`config.mk`:
```
export PLATFORM = sky130hd
export DESIGN_NAME = adc_config_status_register_bank
export DESIGN_NICKNAME = d
export VERILOG_FILES = /design/src/include/adc_cfg_pkg.sv /design/src/design/fuse_loader.sv /design/src/design/overrange_stretch.sv /design/src/design/adc_config_status_register_bank.sv
export SDC_FILE = /design/constraint.sdc
export NUM_CORES = 1
export LEC_CHECK = 0
export BUFFER_PORTS_ARGS = -buffer_cell sky130_fd_sc_hd__buf_2
export CORE_UTILIZATION = 51
export CTS_CLUSTER_SIZE = 24
export DETAILED_ROUTE_END_ITERATION = 12
export HOLD_SLACK_MARGIN = 0.03
export PLACE_DENSITY = 0.84
export SETUP_SLACK_MARGIN = 0.3
export SYNTH_ARGS = -nofsm -noshare
export SYNTH_HDL_FRONTEND = slang
export SYNTH_SLANG_ARGS = --single-unit
```
`constraint.sdc`:
```
create_clock -name core_clk -period 3.3 [get_ports core_clk]
set_input_delay 0.99 -clock core_clk [delete_from_list [all_inputs] [get_ports core_clk]]
set_output_delay 0.99 -clock core_clk [all_outputs]
set_load 0.005 [all_outputs]
```
`src/include/adc_cfg_pkg.sv`:
```
// Constants and carrier types of the converter configuration register bank.
// Assumes a 32-bit APB slave, one register per aligned word at four times its index.
package adc_cfg_pkg;

	// ----------------------------------------
	// Register indices and bus geometry
	// ----------------------------------------
	localparam int unsigned ADDR_W      = 14;       // Byte address width
	localparam int unsigned DATA_W      = 32;       // Bus data width
	localparam int unsigned REG_W       = 8;        // Register width
	localparam logic [11:0] IDX_READY   = 12'h025;  // Config ready status
	localparam logic [11:0] IDX_SOFTRST = 12'h100;  // Soft reset control
	localparam logic [11:0] IDX_PDN     = 12'h101;  // Global power down
	localparam logic [11:0] IDX_SYNCCLR = 12'h102;  // Sync detect clear
	localparam logic [11:0] IDX_TERM    = 12'h104;  // Input termination
	localparam logic [11:0] IDX_OVRCTL  = 12'h10A;  // Overrange control
	localparam logic [11:0] IDX_OVRLEN  = 12'h10B;  // Overrange stretch length
	localparam logic [11:0] IDX_OUTCTL  = 12'h110;  // Output link control
	localparam logic [11:0] IDX_FLAGS   = 12'h140;  // Flag register
	localparam logic [1:0]  WORD_LSBS   = 2'h0;     // Byte offset inside a word

	// ----------------------------------------
	// Field positions, codes and reset values
	// ----------------------------------------
	localparam int unsigned BIT_READY     = 4;
	localparam int unsigned BIT_SOFTRST   = 0;
	localparam int unsigned BIT_PDN       = 4;
	localparam int unsigned BIT_SYNCCLR   = 6;
	localparam int unsigned BIT_TERM_A    = 0;
	localparam int unsigned BIT_TERM_B    = 1;
	localparam int unsigned BIT_STICKY    = 0;
	localparam int unsigned BIT_CLR_LO    = 1;
	localparam int unsigned BIT_CLR_HI    = 2;
	localparam int unsigned BIT_LINKTERM  = 7;
	localparam int unsigned BIT_HALFSWING = 5;
	localparam int unsigned BIT_ORDER     = 1;
	localparam int unsigned BIT_SYNCFLAG  = 6;
	localparam logic [1:0]  OVR_CLR_CODE  = 2'h2;   // Clear code of the sticky flag
	localparam logic [7:0]  RST_ZERO      = 8'h00;
	localparam logic [7:0]  RST_OUTCTL    = 8'h02;  // Normal channel order
	localparam logic [7:0]  RST_OVRLEN    = 8'h00;

	// ----------------------------------------
	// Sample path and timing
	// ----------------------------------------
	localparam int unsigned SAMPLE_W      = 16;
	localparam logic [15:0] FULL_SCALE_HI = 16'h7FFF;  // Positive limit
	localparam logic [15:0] FULL_SCALE_LO = 16'h8000;  // Negative limit
	localparam int unsigned FUSE_CYCLES   = 64;        // Fuse load duration

	// Fuse loader states
	typedef enum logic [1:0]
	{
		FUSE_LOADING = 2'b01,
		FUSE_DONE    = 2'b10
	} fuse_state_e;

	// Analog and link controls driven out of the bank
	typedef struct packed
	{
		logic globalPowerdown;      // Whole device powered down
		logic chanBInputTermination; // 1: 200 ohm, 0: 100 ohm
		logic chanAInputTermination; // 1: 200 ohm, 0: 100 ohm
		logic linkTerm100;          // 1: 100 ohm, 0: 50 ohm
		logic halfSwing;            // Output swing cut to half
	} analog_ctrl_s;

	// One converted sample pair
	typedef struct packed
	{
		logic                valid;
		logic [SAMPLE_W-1:0] chanA;
		logic [SAMPLE_W-1:0] chanB;
	} sample_pair_s;

endpackage : adc_cfg_pkg

```
`src/design/fuse_loader.sv`:
```
// Fuse load sequencer: raises the ready level a fixed time after hardware reset.
// Assumes only the hardware reset restarts it, never the soft reset.
`timescale 1ns/1ps

module fuse_loader
#(
	parameter int unsigned LOAD_CYCLES = adc_cfg_pkg::FUSE_CYCLES
)
(
	// Clock and control
	input  wire logic core_clk,
	input  wire logic reset,
	input  wire logic clkEn,
	// Status
	output logic      configReady
);

	localparam int unsigned CNT_W = $clog2(LOAD_CYCLES + 1);

	adc_cfg_pkg::fuse_state_e state_q;  // Load progress
	logic [CNT_W-1:0]         count_q;  // Cycles spent loading

	// ----------------------------------------
	// Load counter and state
	// ----------------------------------------
	always_ff @(posedge core_clk)
	begin
		if (reset)
		begin
			state_q <= adc_cfg_pkg::FUSE_LOADING;
			count_q <= '0;
		end
		else if (clkEn)
		begin
			unique case (state_q)
				// Counting out the fuse transfer
				adc_cfg_pkg::FUSE_LOADING:
				begin
					if (count_q == CNT_W'(LOAD_CYCLES - 1))
						state_q <= adc_cfg_pkg::FUSE_DONE;
					count_q <= count_q + 1'b1;
				end
				// Fuses applied, stay here
				adc_cfg_pkg::FUSE_DONE:
					state_q <= adc_cfg_pkg::FUSE_DONE;
				default:
					state_q <= adc_cfg_pkg::FUSE_LOADING;
			endcase
		end
	end

	assign configReady = (state_q == adc_cfg_pkg::FUSE_DONE);

endmodule : fuse_loader

```
`src/design/overrange_stretch.sv`:
```
// One channel's overrange indicator: sticky hold or pulse stretch.
// Assumes the raw event and the clear pulse come from the same clock.
`timescale 1ns/1ps

module overrange_stretch
#(
	parameter int unsigned LEN_W = adc_cfg_pkg::REG_W
)
(
	// Clock and control
	input  wire logic             core_clk,
	input  wire logic             reset,
	input  wire logic             clkEn,
	// Event and settings
	input  wire logic             rawEvent,
	input  wire logic             sticky,
	input  wire logic             clearPulse,
	input  wire logic [LEN_W-1:0] length,
	// Indicator
	output logic                  overrange
);

	logic [LEN_W-1:0] remain_q;  // Stretch cycles still to go
	logic             flag_q;    // Indicator level

	// ----------------------------------------
	// Sticky hold or stretch countdown
	// ----------------------------------------
	always_ff @(posedge core_clk)
	begin
		if (reset)
		begin
			flag_q   <= 1'b0;
			remain_q <= '0;
		end
		else if (clkEn)
		begin
			// New event wins over clear and reloads
			if (rawEvent)
			begin
				flag_q   <= 1'b1;
				remain_q <= length;
			end
			// Sticky: hold until the clear code
			else if (sticky)
			begin
				if (clearPulse)
					flag_q <= 1'b0;
			end
			// Stretch: N further cycles after the first
			else if (remain_q != '0)
				remain_q <= remain_q - 1'b1;
			else
				flag_q <= 1'b0;
		end
	end

	assign overrange = flag_q;

endmodule : overrange_stretch

```
`src/design/adc_config_status_register_bank.sv`:
```
// Configuration and status register bank of a dual-channel converter.
// Assumes an APB master on core_clk, samples on core_clk and a sync pin
// from outside the clock domain.
//
// Decided for this implementation: the APB register port.
`timescale 1ns/1ps

// Notes on behaviour
// - Status bit 4 shows fuse load done
// - Soft reset restores defaults, self clears
// - Power-down bit drives global power down
// - Held clear bit resets sync detect flag
// - Per-channel termination select, 100 or 200
// - Sticky bit chooses hold or stretch
// - Clear code two drops sticky overrange
// - Length N gives N+1 cycles asserted
// - Link termination bit: 100 or 50 ohm
// - Half swing bit cuts output swing
// - Order bit low swaps channel data
module adc_config_status_register_bank
#(
	parameter int unsigned FUSE_LOAD_CYCLES = adc_cfg_pkg::FUSE_CYCLES,
	parameter int unsigned LEN_W            = adc_cfg_pkg::REG_W
)
(
	// Clock, reset and enable
	input  wire logic                            core_clk,
	input  wire logic                            reset,
	input  wire logic                            clkEn,
	// APB slave
	input  wire logic                            psel,
	input  wire logic                            penable,
	input  wire logic                            pwrite,
	input  wire logic [adc_cfg_pkg::ADDR_W-1:0]  paddr,
	input  wire logic [adc_cfg_pkg::DATA_W-1:0]  pwdata,
	input  wire logic [3:0]                      pstrb,
	output logic                                 pready,
	output logic [adc_cfg_pkg::DATA_W-1:0]       prdata,
	output logic                                 pslverr,
	// Sample path
	input  wire adc_cfg_pkg::sample_pair_s       sampleIn,
	output adc_cfg_pkg::sample_pair_s            sampleOut,
	output logic [1:0]                           overrange,
	// Sync reference pin
	input  wire logic                            syncRefPin,
	// Analog and link controls
	output adc_cfg_pkg::analog_ctrl_s            analogCtrl,
	output logic                                 configReady
);

	// ----------------------------------------
	// Declarations
	// ----------------------------------------
	logic                    regRst;        // Hardware or soft reset
	logic                    softRst_q;     // Soft reset bit, one cycle
	logic                    pdn_q;         // Global power down
	logic                    syncClr_q;     // Sync detect clear level
	logic [1:0]              term_q;        // Input termination selects
	logic                    sticky_q;      // Overrange sticky mode
	logic [1:0]              ovrClr_q;      // Overrange clear field
	logic [LEN_W-1:0]        ovrLen_q;      // Stretch length
	logic                    linkTerm_q;    // Link termination
	logic                    halfSwing_q;   // Reduced swing
	logic                    order_q;       // Channel order normal
	logic                    syncFlag_q;    // Sync detect flag
	logic                    sync1_q;       // Pin synchroniser stage 1
	logic                    sync2_q;       // Stage 2
	logic                    sync3_q;       // Stage 3
	logic                    syncLvl_q;     // Agreed pin level
	logic                    syncRise;      // Agreed rising edge
	logic                    ready;         // Fuse load done
	logic                    setupPhase;    // APB setup cycle
	logic                    wrAccess;      // Write completing now
	logic [11:0]             regIdx;        // Register index
	logic                    wordAligned;   // Low address bits zero
	logic                    hit;           // Mapped address
	logic                    wrLane;        // Low byte lane written
	logic [7:0]              wrByte;        // Written byte
	logic [7:0]              rdByte;        // Read mux output
	logic [adc_cfg_pkg::DATA_W-1:0] prdata_q; // Read data
	logic                    pslverr_q;     // Error answer
	logic                    ovrClrPulse;   // Clear code written
	logic [1:0]              rawOvr;        // Full-scale events
	logic [adc_cfg_pkg::SAMPLE_W-1:0] chan [2]; // Samples by channel
	adc_cfg_pkg::sample_pair_s sampleOut_q; // Ordered sample pair

	// ----------------------------------------
	// Bus decode
	// ----------------------------------------
	assign setupPhase  = psel && !penable;
	assign wrAccess    = psel && penable && pwrite && clkEn;
	assign regIdx      = paddr[adc_cfg_pkg::ADDR_W-1:2];
	assign wordAligned = (paddr[1:0] == adc_cfg_pkg::WORD_LSBS);
	assign wrLane      = pstrb[0];
	assign wrByte      = pwdata[7:0];

	// Mapped index check
	always_comb
	begin
		unique case (regIdx)
			adc_cfg_pkg::IDX_READY,
			adc_cfg_pkg::IDX_SOFTRST,
			adc_cfg_pkg::IDX_PDN,
			adc_cfg_pkg::IDX_SYNCCLR,
			adc_cfg_pkg::IDX_TERM,
			adc_cfg_pkg::IDX_OVRCTL,
			adc_cfg_pkg::IDX_OVRLEN,
			adc_cfg_pkg::IDX_OUTCTL,
			adc_cfg_pkg::IDX_FLAGS: hit = wordAligned;
			default:                hit = 1'b0;
		endcase
	end

	// Zero-wait slave
	assign pready = 1'b1;

	// ----------------------------------------
	// Reset merge
	// ----------------------------------------
	// soft reset acts as reset
	assign regRst = reset || softRst_q;

	always_ff @(posedge core_clk)
	begin
		if (regRst)
			softRst_q <= 1'b0;
		else if (wrAccess && hit && wrLane && regIdx == adc_cfg_pkg::IDX_SOFTRST)
			softRst_q <= wrByte[adc_cfg_pkg::BIT_SOFTRST];
	end

	// ----------------------------------------
	// Control registers
	// ----------------------------------------
	// power-down bit
	always_ff @(posedge core_clk)
	begin
		if (regRst)
			pdn_q <= adc_cfg_pkg::RST_ZERO[adc_cfg_pkg::BIT_PDN];
		else if (wrAccess && hit && wrLane && regIdx == adc_cfg_pkg::IDX_PDN)
			pdn_q <= wrByte[adc_cfg_pkg::BIT_PDN];
	end

	always_ff @(posedge core_clk)
	begin
		if (regRst)
			syncClr_q <= adc_cfg_pkg::RST_ZERO[adc_cfg_pkg::BIT_SYNCCLR];
		else if (wrAccess && hit && wrLane && regIdx == adc_cfg_pkg::IDX_SYNCCLR)
			syncClr_q <= wrByte[adc_cfg_pkg::BIT_SYNCCLR];
	end

	always_ff @(posedge core_clk)
	begin
		if (regRst)
			term_q <= adc_cfg_pkg::RST_ZERO[1:0];
		else if (wrAccess && hit && wrLane && regIdx == adc_cfg_pkg::IDX_TERM)
		begin
			term_q[0] <= wrByte[adc_cfg_pkg::BIT_TERM_A];
			term_q[1] <= wrByte[adc_cfg_pkg::BIT_TERM_B];
		end
	end

	always_ff @(posedge core_clk)
	begin
		if (regRst)
		begin
			sticky_q <= adc_cfg_pkg::RST_ZERO[adc_cfg_pkg::BIT_STICKY];
			ovrClr_q <= adc_cfg_pkg::RST_ZERO[1:0];
		end
		else if (wrAccess && hit && wrLane && regIdx == adc_cfg_pkg::IDX_OVRCTL)
		begin
			sticky_q <= wrByte[adc_cfg_pkg::BIT_STICKY];
			ovrClr_q <= wrByte[adc_cfg_pkg::BIT_CLR_HI:adc_cfg_pkg::BIT_CLR_LO];
		end
	end

	assign ovrClrPulse = wrAccess && hit && wrLane && regIdx == adc_cfg_pkg::IDX_OVRCTL
		&& wrByte[adc_cfg_pkg::BIT_CLR_HI:adc_cfg_pkg::BIT_CLR_LO] == adc_cfg_pkg::OVR_CLR_CODE;

	always_ff @(posedge core_clk)
	begin
		if (regRst)
			ovrLen_q <= LEN_W'(adc_cfg_pkg::RST_OVRLEN);
		else if (wrAccess && hit && wrLane && regIdx == adc_cfg_pkg::IDX_OVRLEN)
			ovrLen_q <= LEN_W'(wrByte);
	end

	// link termination, half swing, channel order
	always_ff @(posedge core_clk)
	begin
		if (regRst)
		begin
			linkTerm_q  <= adc_cfg_pkg::RST_OUTCTL[adc_cfg_pkg::BIT_LINKTERM];
			halfSwing_q <= adc_cfg_pkg::RST_OUTCTL[adc_cfg_pkg::BIT_HALFSWING];
			order_q     <= adc_cfg_pkg::RST_OUTCTL[adc_cfg_pkg::BIT_ORDER];
		end
		else if (wrAccess && hit && wrLane && regIdx == adc_cfg_pkg::IDX_OUTCTL)
		begin
			linkTerm_q  <= wrByte[adc_cfg_pkg::BIT_LINKTERM];
			halfSwing_q <= wrByte[adc_cfg_pkg::BIT_HALFSWING];
			order_q     <= wrByte[adc_cfg_pkg::BIT_ORDER];
		end
	end

	// ----------------------------------------
	// Sync reference detection
	// ----------------------------------------
	// Three-stage pin synchroniser
	always_ff @(posedge core_clk)
	begin
		if (reset)
		begin
			sync1_q <= 1'b0;
			sync2_q <= 1'b0;
			sync3_q <= 1'b0;
		end
		else if (clkEn)
		begin
			sync1_q <= syncRefPin;
			sync2_q <= sync1_q;
			sync3_q <= sync2_q;
		end
	end

	// Level taken once stages two and three agree
	always_ff @(posedge core_clk)
	begin
		if (reset)
			syncLvl_q <= 1'b0;
		else if (clkEn && sync2_q == sync3_q)
			syncLvl_q <= sync3_q;
	end

	assign syncRise = sync2_q && sync3_q && !syncLvl_q;

	// flag set by edge, reset by held clear
	always_ff @(posedge core_clk)
	begin
		if (regRst)
			syncFlag_q <= 1'b0;
		else if (clkEn)
		begin
			// Event wins over clear
			if (syncRise)
				syncFlag_q <= 1'b1;
			else if (syncClr_q)
				syncFlag_q <= 1'b0;
		end
	end

	// ----------------------------------------
	// Fuse load
	// ----------------------------------------
	// ready after hardware reset only
	fuse_loader
	#(
		.LOAD_CYCLES (FUSE_LOAD_CYCLES)
	)
	uFuse
	(
		.core_clk    (core_clk),
		.reset       (reset),
		.clkEn       (clkEn),
		.configReady (ready)
	);

	// ----------------------------------------
	// Overrange per channel
	// ----------------------------------------
	assign chan[0] = sampleIn.chanA;
	assign chan[1] = sampleIn.chanB;

	generate
		for (genvar c = 0; c < 2; c++)
		begin : gOvr
			assign rawOvr[c] = sampleIn.valid && (chan[c] == adc_cfg_pkg::FULL_SCALE_HI
				|| chan[c] == adc_cfg_pkg::FULL_SCALE_LO);

			overrange_stretch
			#(
				.LEN_W (LEN_W)
			)
			uStretch
			(
				.core_clk   (core_clk),
				.reset      (regRst),
				.clkEn      (clkEn),
				.rawEvent   (rawOvr[c]),
				.sticky     (sticky_q),
				.clearPulse (ovrClrPulse),
				.length     (ovrLen_q),
				.overrange  (overrange[c])
			);
		end
	endgenerate

	// ----------------------------------------
	// Channel order
	// ----------------------------------------
	// swap channels when order bit low
	always_ff @(posedge core_clk)
	begin
		if (regRst)
			sampleOut_q <= '0;
		else if (clkEn)
		begin
			sampleOut_q.valid <= sampleIn.valid;
			sampleOut_q.chanA <= order_q ? sampleIn.chanA : sampleIn.chanB;
			sampleOut_q.chanB <= order_q ? sampleIn.chanB : sampleIn.chanA;
		end
	end

	// ----------------------------------------
	// Read path
	// ----------------------------------------
	// Register read mux
	always_comb
	begin
		rdByte = adc_cfg_pkg::RST_ZERO;
		unique case (regIdx)
			adc_cfg_pkg::IDX_READY:   rdByte[adc_cfg_pkg::BIT_READY]   = ready;
			adc_cfg_pkg::IDX_SOFTRST: rdByte[adc_cfg_pkg::BIT_SOFTRST] = softRst_q;
			adc_cfg_pkg::IDX_PDN:     rdByte[adc_cfg_pkg::BIT_PDN]     = pdn_q;
			adc_cfg_pkg::IDX_SYNCCLR: rdByte[adc_cfg_pkg::BIT_SYNCCLR] = syncClr_q;
			adc_cfg_pkg::IDX_TERM:
			begin
				rdByte[adc_cfg_pkg::BIT_TERM_A] = term_q[0];
				rdByte[adc_cfg_pkg::BIT_TERM_B] = term_q[1];
			end
			adc_cfg_pkg::IDX_OVRCTL:
			begin
				rdByte[adc_cfg_pkg::BIT_STICKY] = sticky_q;
				rdByte[adc_cfg_pkg::BIT_CLR_HI:adc_cfg_pkg::BIT_CLR_LO] = ovrClr_q;
			end
			adc_cfg_pkg::IDX_OVRLEN:  rdByte = 8'(ovrLen_q);
			adc_cfg_pkg::IDX_OUTCTL:
			begin
				rdByte[adc_cfg_pkg::BIT_LINKTERM]  = linkTerm_q;
				rdByte[adc_cfg_pkg::BIT_HALFSWING] = halfSwing_q;
				rdByte[adc_cfg_pkg::BIT_ORDER]     = order_q;
			end
			adc_cfg_pkg::IDX_FLAGS:   rdByte[adc_cfg_pkg::BIT_SYNCFLAG] = syncFlag_q;
			default:                  rdByte = adc_cfg_pkg::RST_ZERO;
		endcase
	end

	// Read data and error captured in setup
	always_ff @(posedge core_clk)
	begin
		if (reset)
		begin
			prdata_q  <= '0;
			pslverr_q <= 1'b0;
		end
		else if (clkEn && setupPhase)
		begin
			prdata_q  <= (hit && !pwrite) ? {24'h000000, rdByte} : '0;
			pslverr_q <= !hit;
		end
	end

	// ----------------------------------------
	// Outputs
	// ----------------------------------------
	assign prdata      = prdata_q;
	assign pslverr     = pslverr_q;
	assign sampleOut   = sampleOut_q;
	assign configReady = ready;

	assign analogCtrl.globalPowerdown       = pdn_q;
	assign analogCtrl.chanAInputTermination = term_q[0];
	assign analogCtrl.chanBInputTermination = term_q[1];
	assign analogCtrl.linkTerm100           = linkTerm_q;
	assign analogCtrl.halfSwing             = halfSwing_q;

endmodule : adc_config_status_register_bank

```
# Word level (Yosys, flattened, before mapping)
# Cells that the tools add are included.
word_totals:
  regBits: 117
  input_bits: 90
  word_cells: 125
op_classes:
  addsub: 3
  eq_ne: 25
  mux: 29
  reduce_logical: 42
ops:
  columns: ["operator", "count"]
  rows:
  - ["== test 12 x 9 -> 1 bit (second input constant)", 8]
  - ["2-to-1 mux 8 bit", 7]
  - ["== test 16 x 15 -> 1 bit (second input constant)", 2]
  - ["== test 16 bit (second input constant)", 2]
  - ["2-to-1 mux 16 bit", 2]
  - ["logical AND 1 bit", 21]
  - ["nonzero test 8 bit", 2]
  - ["subtractor 8 x 1 -> 8 bit (second input constant)", 2]
  - ["== test 12 x 6 -> 1 bit (second input constant)", 1]
  - ["AND reduction 3 bit", 4]
  - ["2-to-1 mux 1 bit", 11]
  - ["OR reduction 9 bit", 1]
  - ["one-hot mux 1 bit (4 select lines)", 2]
  - ["adder 7 x 1 -> 7 bit (second input constant)", 1]
  - ["== test 7 x 6 -> 1 bit (second input constant)", 1]
  - ["inequality test 2 x 1 -> 1 bit (second input constant)", 3]
  - ["inequality test 3 x 1 -> 1 bit (second input constant)", 2]
  - ["inequality test 3 x 2 -> 1 bit (second input constant)", 2]
  - ["one-hot mux 1 bit (2 select lines)", 3]
  - ["one-hot mux 1 bit (3 select lines)", 2]
  - ["AND reduction 2 bit", 3]
  - ["nonzero test 2 bit", 3]
  - ["== test 2 bit (second input constant)", 2]
  - ["zero test 1 bit", 4]
  - ["6 further kinds", 8]

# Longest topological paths before layout
# Gate-level depths: netlist of the first run.
depth:
  word_depth: 10
  mapped_depth: 7
  depth_no_buf: 7

# Modules after synthesis
# From an unflattened synthesis of the first run, not the netlist that was laid out.
hier_totals:
  cells_unflattened: 595
  area_unflattened_um2: 5091.1
modules_own_cells:
  columns: ["mod", "n_inst", "cells_per_inst", "area_per_inst_um2", "seq_area_each_um2"]
  rows:
  - ["adc_config_status_register_bank", 1, 394, 3477.1, 1321.3]
  - ["overrange_stretch", 2, 76, 596.8, 180.2]
  - ["fuse_loader", 1, 49, 420.4, 180.2]

# Worst setup path before layout of the first run
# OpenSTA, ideal clock, no wires.
synth_timing:
  kind: "input-to-reg"
  from: "input paddr[6] (netlist bit)"
  to: "register ovrLen_q[1]"
  setup_time_ns: 0.128
  arrival_ns: 2.506
  t_required_ns: 3.172
  slack_ns: 0.666
  cell_stages: 6
  path_buffers: 1
  cell_sequence: "buf_2 -> or4_4 -> nor4_2 -> nand2_1 -> mux2i_1 -> nor2_1"
synth_via:
  elab_chain_len: 6
  word_cells_on_any_way: 14
  classes_between: "eq/ne (9); mux (1); reduce/logical (4)"
synth_rtl:
  columns: ["item", "line_no", "source"]
  rows:
  - ["from (decl)", "adc_config_status_register_bank.sv:34", "input wire logic [adc_cfg_pkg::ADDR_W-1:0] paddr,"]
  - ["== test 12 x 9 -> 1 bit, or another cell as far along", "adc_config_status_register_bank.sv:100", "unique case (regIdx)"]
  - ["OR reduction 9 bit", "adc_config_status_register_bank.sv:100", null]
  - ["2-to-1 mux 1 bit", "adc_config_status_register_bank.sv:100", null]
  - ["logical AND 1 bit (2 in a row)", "adc_config_status_register_bank.sv:183", "else if (wrAccess && hit && wrLane && regIdx == adc_cfg_pkg::IDX_OVRLEN)"]
  - ["logical AND 1 bit *", "adc_config_status_register_bank.sv:183", null]
  - ["to (signal assigned)", "adc_config_status_register_bank.sv:182", "ovrLen_q <= LEN_W'(adc_cfg_pkg::RST_OVRLEN);"]
  - ["to (signal assigned)", "adc_config_status_register_bank.sv:184", "ovrLen_q <= LEN_W'(wrByte);"]
  - ["to (decl)", "adc_config_status_register_bank.sv:61", "logic [LEN_W-1:0] ovrLen_q;"]
# Every way passes the cells marked *; elsewhere a longest branch is shown, timed or not.
# A chain may end at the register's enable or synchronous reset.

# Worst setup path after layout of the first run
layout_timing:
  from: "input paddr[2] (netlist bit)"
  to: "register prdata_q (netlist bit prdata[1])"
layout_via:
  elab_chain_len: 5
  word_cells_on_any_way: 14
  classes_between: "eq/ne (9); mux (3); reduce/logical (2)"
layout_rtl:
  columns: ["item", "line_no", "source"]
  rows:
  - ["== test 12 x 9 -> 1 bit, or another cell as far along", "adc_config_status_register_bank.sv:100", null]
  - ["OR reduction 9 bit", "adc_config_status_register_bank.sv:100", null]
  - ["2-to-1 mux 1 bit", "adc_config_status_register_bank.sv:100", null]
  - ["logical AND 1 bit", "adc_config_status_register_bank.sv:356", "prdata_q <= (hit && !pwrite) ? {24'h000000, rdByte} : '0;"]
  - ["2-to-1 mux 8 bit *", "adc_config_status_register_bank.sv:356", null]
  - ["to (signal assigned)", "adc_config_status_register_bank.sv:356", null]
  - ["to (decl)", "adc_config_status_register_bank.sv:80", "logic [adc_cfg_pkg::DATA_W-1:0] prdata_q;"]
# Marks and branches as above.

==> results of run 1 <==
-- logic make-up (layout without fill, tap and decap cells) --
logic type	Yosys count	count (layout)
AO/OA/AOI/OAI	115	115
XOR/XNOR	5	5
adder cells (fa/ha/maj)	8	8
buffers and inverters	74	145
flip-flops	93	93
multiplexers	51	51
other	2	25
AND/OR/NAND/NOR	236	236
-- through the flow --
stage | cells | util
after floorplan | 607 | -
after global placement | 791 | 0.589
after detailed placement | 791 | 0.589
after CTS | 807 | 0.613
after global routing | 807 | 0.613
final | 807 | 0.613
-- Yosys cell counts, types with 3 or more instances --
library cell	count
dfxtp_1	93
nor2_1	65
mux2i_1	50
nand2_1	46
a211oi_1	33
buf_4	30
clkbuf_1	30
nand3_1	26
a21oi_1	22
nor4_1	17
nand4_1	14
ha_1	8
nor3_1	8
inv_1	7
o21ai_0	7
a31oi_1	6
o21ai_1	6
a32oi_1	5
and3_1	5
o211ai_1	5
or3_1	5
or4_1	5
and4_1	4
buf_2	4
nand4b_1	4
nor2b_1	4
nor3b_1	4
nor4b_1	4
o2111ai_1	4
a2bb2oi_1	3
nor3_2	3
o22ai_1	3
or3b_1	3
xor2_1	3
-- sequential cells by signal (all words and copies together) (netlist names), 7 cells and up --
register / cells
uFuse.count_q: 7
ovrLen_q: 8
gOvr.uStretch.remain_q: 16
sampleOut: 33
prdata: 8
-- layout make-up --
cell class                 count  area share
timing repair buffer         120       0.110
clock buffer                  13      0.0277
multi-input combinational    440       0.492
inverter                       9     0.00588
tap                          129      0.0281
clock inverter                 3      0.0118
sequential                    93       0.324
-- metal layers --
| metal | wire length [µm] | vias up | track usage |
|---|---|---|---|
| li1 | - | 2282 | - |
| met1 | 5500 | 2248 | 0.322 |
| met2 | 6340 | 240 | 0.472 |
| met3 | 1040 | 50 | 0.0583 |
| met4 | 461 | 0 | 0.116 |
| met5 | 0 | - | 0 |
-- power by group --
part	leakage (nW)	switching [mW]	total, mW	internal (mW)
sequential	0.761	0.136	1.38	1.25
clock	0.110	0.390	0.859	0.470
combinational	1.69	0.547	0.983	0.436
-- layout by cell type, fill, tap and decap left out, types with 5 or more instances in the layout --
master and n:
nor4_1 16, a211oi_1 33, mux2i_1 50, nor3_1 8, ha_1 8, o21ai_1 6, nor2_1 65, and3_1 5
o21ai_0 7, dfxtp_1 92, a31oi_1 6, inv_1 7, nand3_1 26, or4_1 5, a21oi_1 22, nand4_1 14
clkbuf_8 11, or3_1 5, o211ai_1 5, a32oi_1 5, nand2_1 46, buf_2 112, buf_4 7, conb_1 25
-- how the worst max path moves through the flow --
stage	start	end	slack [ps]	cells after the start
2_1_floorplan	paddr[6]	ovrLen_q[1]	670	6
3_3_place_gp	paddr[2]	prdata[1]	490	6
3_5_place_dp	paddr[2]	prdata[1]	480	6
4_1_cts	paddr[2]	prdata[1]	830	6
5_1_grt	paddr[6]	prdata[4]	700	6
6_report	paddr[2]	prdata[1]	790	6
-- worst register-to-register path: cells and delay by family, from the launching register on --
| family | cells | cell delay [ps] |
|---|---|---|
| compound gates | 2 | 370 |
| fa+ha+maj | 1 | 220 |
| buf+inv | 1 | 100 |
| flops | 1 | 450 |
| simple gates | 3 | 1150 |
==> reports/qor.yml, run 1 <==
routing:
  wl_per_cell_um: 16.5
  dr_total_vias: 4820
  drt-pass1-iter-count: 5
  drc: 0
  wirelength_um: 13300
  vias_per_cell: 5.97
  ant_nets: 0
  drt_iter0_markers: 345
timing:
  fin_ws_ps: 788
  post-route-period-util: 0.761
  finalSetupTns_ps: 0
  slew_viol_final: 0
  fin_skew_ps: 9.46
  period_needed_ps: 2510
  slew_headroom: 0.341
  holdWs_ps: 469
  max_freq_mhz: 398
  finalSetupViolCount: 0
  rsz0062_at_grt: "false"
  worst_pin_slew_ps: 988
  hold_viol_final: 0
pwr:
  leakage_nw: 2.57
  p_total_mw: 3.23
  pwr_density_cell_nw_per_um2: 561
  irDropWorstVdd_mv: 0.268
floorplanning:
  core_um2: 9370
  std_cell_rows: 35
  start_util: 0.533
  die_h_um: 101
  dieArea_um2: 10200
  dieWidth_um: 101
  pin_count: 165
global_route:
  grt-ovfl-total: 0
  grt_pass1_vias: 4609
  antenna_found_initial: 0
  grt_pass1_wl_um: 21800
  grt_max_degree: 75
  grt_use_total: 0.271
setup_path:
  crit_chain: "buf_2 -> or4_1 -> nor3_2 -> and3_1 -> a221oi_1 -> o211ai_1"
  arrival_ps: 2790
  rrSetupSlack_ps: 920
  path_max_fanout: 7
  critPathCaptureType: "flop"
  critPathBufInv: 1
  r2r_cells: 7
  required_ps: 3580
  reg2reg_from: "gOvr[1].uStretch.remain_q[0]"
  critPathSlowestCell: "or4_1"
  slowest_delay_ps: 650
  cp-start-kind: "input port"
  worst-setup-path-type: "in -> reg"
  worst_r2r_endpoint: "gOvr[1].uStretch.remain_q[3]"
  crit_family: "simple AND/OR/NAND/NOR gates"
flow_run:
  drv_cap: 0
min_path:
  hp-class: "reg -> reg"
  holdPathStages: 2
  hold_end: "prdata[4]"
  hp-start: "prdata[4]"
finish:
  fill_cells: 826
  area_growth_pct: 15.1
  register_area_um2: 1860
  multiInputGateArea_um2: 2830
  drive_gt1_frac: 0.223
  nets: 771
  stdcell_area_um2: 5750
  num_antenna_cells: 0
clock_network:
  clkTransAtPathRegs_ps: 80
  cts_hold_buf: 0
  insertion_delay_ps: 360
  cts.sinks: 93
  clk_path_buf_depth: 2
  cts_tree: "yes"
  cts_max_level: 3
  cts_setup_buffers: 0
  clockRootBuffer: "clkbuf_8"
  ctsResizeCount: 0
  cts-buffers-inserted: 9
yosys:
  yosys.area.top_type: "dfxtp_1"
  syn_area_um2: 4990
  synth_simple_gate_area_frac: 0.255
  synth_top_family_by_area: "simple AND/OR/NAND/NOR gates"
  postSynthCellCount: 584
  yosys_warnings: 0
  yosysTopAreaCellShare: 0.373
  ys_seq_area_frac: 0.373
  synthTopCellsByArea: "dfxtp_1 (37%), mux2i_1 (10%), a211oi_1 (5.0%)"
  avgSynthCellArea_um2: 8.55
  synth_edf_count: 0
  synthFlopType: "dfxtp_1"
  synth_compound_area_frac: 0.161
  synth_fa_ha_area_frac: 0.0200
  synthArstFlopShare: 0
  synth.ff_latch_count: 93
  synth-xor-area-share: 0.00877
  ys_types: 66
  synthMuxAreaShare: 0.102
place:
  dp_hpwl_um: 9800
  place_ws_ps: 476
  gp_congestion: 0.984
  dpl_cell_area_um2: 5520
  port_buffers: 112
outcome:
  status: "finished clean"
No activity file was read; power rests on OpenSTA's default activity.
==> run 2: changes to the inputs <==
clock period = 2.6 ns   (was 3.3 ns; I/O delays follow)
==> run 2 against run 1 <==
Effect of this change: die area stayed put; register-to-register slack worse by 560 ps; largest cell class unchanged; final cell count is 1.9% higher; worst setup slack worse by 430 ps; worst hold slack worse by 4.6 ps; largest power group unchanged.
==> reports/qor.yml, run 2 (synthesis gave the netlist of run 1 again) <==
global_route:
  grt_pass1_vias: 4401
  antenna_found_initial: 0
  grt_max_degree: 49
  grt_use_total: 0.259
  grt_pass1_wl_um: 20900
  grt-ovfl-total: 0
timing:
  fin_skew_ps: 12.5
  finalSetupViolCount: 0
  slew_headroom: 0.486
  holdWs_ps: 465
  finalSetupTns_ps: 0
  rsz0062_at_grt: "false"
  max_freq_mhz: 447
  worst_pin_slew_ps: 765
  post-route-period-util: 0.861
  slew_viol_final: 0
  fin_ws_ps: 360
  hold_viol_final: 0
  period_needed_ps: 2240
routing:
  wl_per_cell_um: 15.9
  dr_total_vias: 4828
  drt_iter0_markers: 369
  drt-pass1-iter-count: 5
  vias_per_cell: 5.87
  ant_nets: 0
  drc: 0
  wirelength_um: 13100
place:
  dp_cells: 807
  gp_congestion: 0.933
  place_ws_ps: 109
  port_buffers: 112
  dp_hpwl_um: 9830
pwr:
  power.share.combinational: 0.316
  clock_power_share: 0.245
  seqPwrFrac: 0.438
  irDropWorstVdd_mv: 0.363
  pwr_density_cell_nw_per_um2: 682
  p_int_mw: 2.59
  swShare: 0.350
  power_switching_mw: 1.40
  leakage_nw: 2.64
floorplanning:
  die_h_um: 101
  std_cell_rows: 35
  dieWidth_um: 101
  dieArea_um2: 10200
  start_util: 0.533
  core_um2: 9370
  pin_count: 165
finish:
  multiInputGateArea_um2: 2850
  fill_cells: 831
  largest_reg_flops: 33
  nets: 787
  layout.cells.non_filler: 822
  num_antenna_cells: 0
  area_growth_pct: 17.0
  register_area_um2: 1860
  final_cell_mix: "buf_2 (112), dfxtp_1 (91), nor2_1 (65)"
  final_common_cell: "buf_2"
  drive_gt1_frac: 0.245
clock_network:
  insertion_delay_ps: 350
  clockRootBuffer: "clkbuf_8"
  cts-buffers-inserted: 9
  cts_tree: "yes"
  clkTransAtPathRegs_ps: 100
  cts_setup_buffers: 0
  cts_max_level: 3
  cts.sinks: 93
  clk_path_buf_depth: 2
min_path:
  hp-class: "reg -> reg"
setup_path:
  slowest_delay_ps: 520
  worst-setup-path-type: "reg -> reg"
  required_ps: 2880
  critPathCaptureType: "flop"
  arrival_ps: 2520
  path_max_fanout: 6
  cp-start-kind: "flop"
  crit_chain: "inv_1 -> ha_1 -> or3b_2 -> o21bai_1 -> or4_1 -> or4b_1 -> a31oi_1"
  critPathSlowestCell: "or4b_1"
flow_run:
  drv_cap: 0
outcome:
  status: "finished clean"
==> run 2: worst max-delay path, delay by kind of cell, from the launching register on <==
family                     cells  cell delay (ps)
DFF                            1              380
and+or+nand+nor                3             1210
buffers and inverters          1               70
adders and majority gates      1              210
AOI/OAI and AO/OA              2              310
==> run 2: area by class of cell <==
| type | count | share of cell area |
|---|---|---|
| clock buffers | 9 | 0.0212 |
| multi-input cells | 440 | 0.487 |
| clock inverters | 6 | 0.0122 |
| repair buffers | 136 | 0.127 |
| flip-flops and latches | 93 | 0.319 |
| inverters | 9 | 0.00578 |
| well taps | 129 | 0.0276 |
==> run 2: per-layer routing <==
metal  wire length [µm]  vias up  GRT usage
met3                849       32     0.0437
met2               6180      200      0.435
li1                   -     2325          -
met1               5680     2271      0.329
met4                368        0      0.106
met5                  0        -          0
==> run 2: through the flow <==
step                 util  area (µm²)  power [mW]
CTS                 0.623        5840        3.97
finish              0.624        5840        3.99
detailed placement  0.603        5650        2.98
global route        0.624        5840        4.23
floorplan               -        5100        2.67
global placement    0.603        5650        2.92
==> run 2: power by group through the flow <==
stage,combinational [mW],sequential (mW),clock (mW)
after floorplan,0.938,1.74,0
after global placement,1.17,1.76,0
after detailed placement,1.22,1.77,0
after CTS,1.24,1.74,0.988
after global routing,1.41,1.77,1.05
final,1.26,1.75,0.979
==> run 2: final timing paths <==
path         depth (start not counted)  slack [ps]                         start                      endpoint
max reg2reg                          7         360  gOvr[1].uStretch.remain_q[0]  gOvr[1].uStretch.remain_q[3]
max                                  7         360  gOvr[1].uStretch.remain_q[0]  gOvr[1].uStretch.remain_q[3]
min                                  2         460                     prdata[4]                     prdata[4]
min reg2reg                          2         460                     prdata[4]                     prdata[4]
==> run 2: timing repair <==
item                                    4_1_cts  5_1_grt
hold buffers                                  0        0
endpoints found under the setup margin        0        1
gates resized for setup                       0        1
endpoints found under the hold margin         0        0
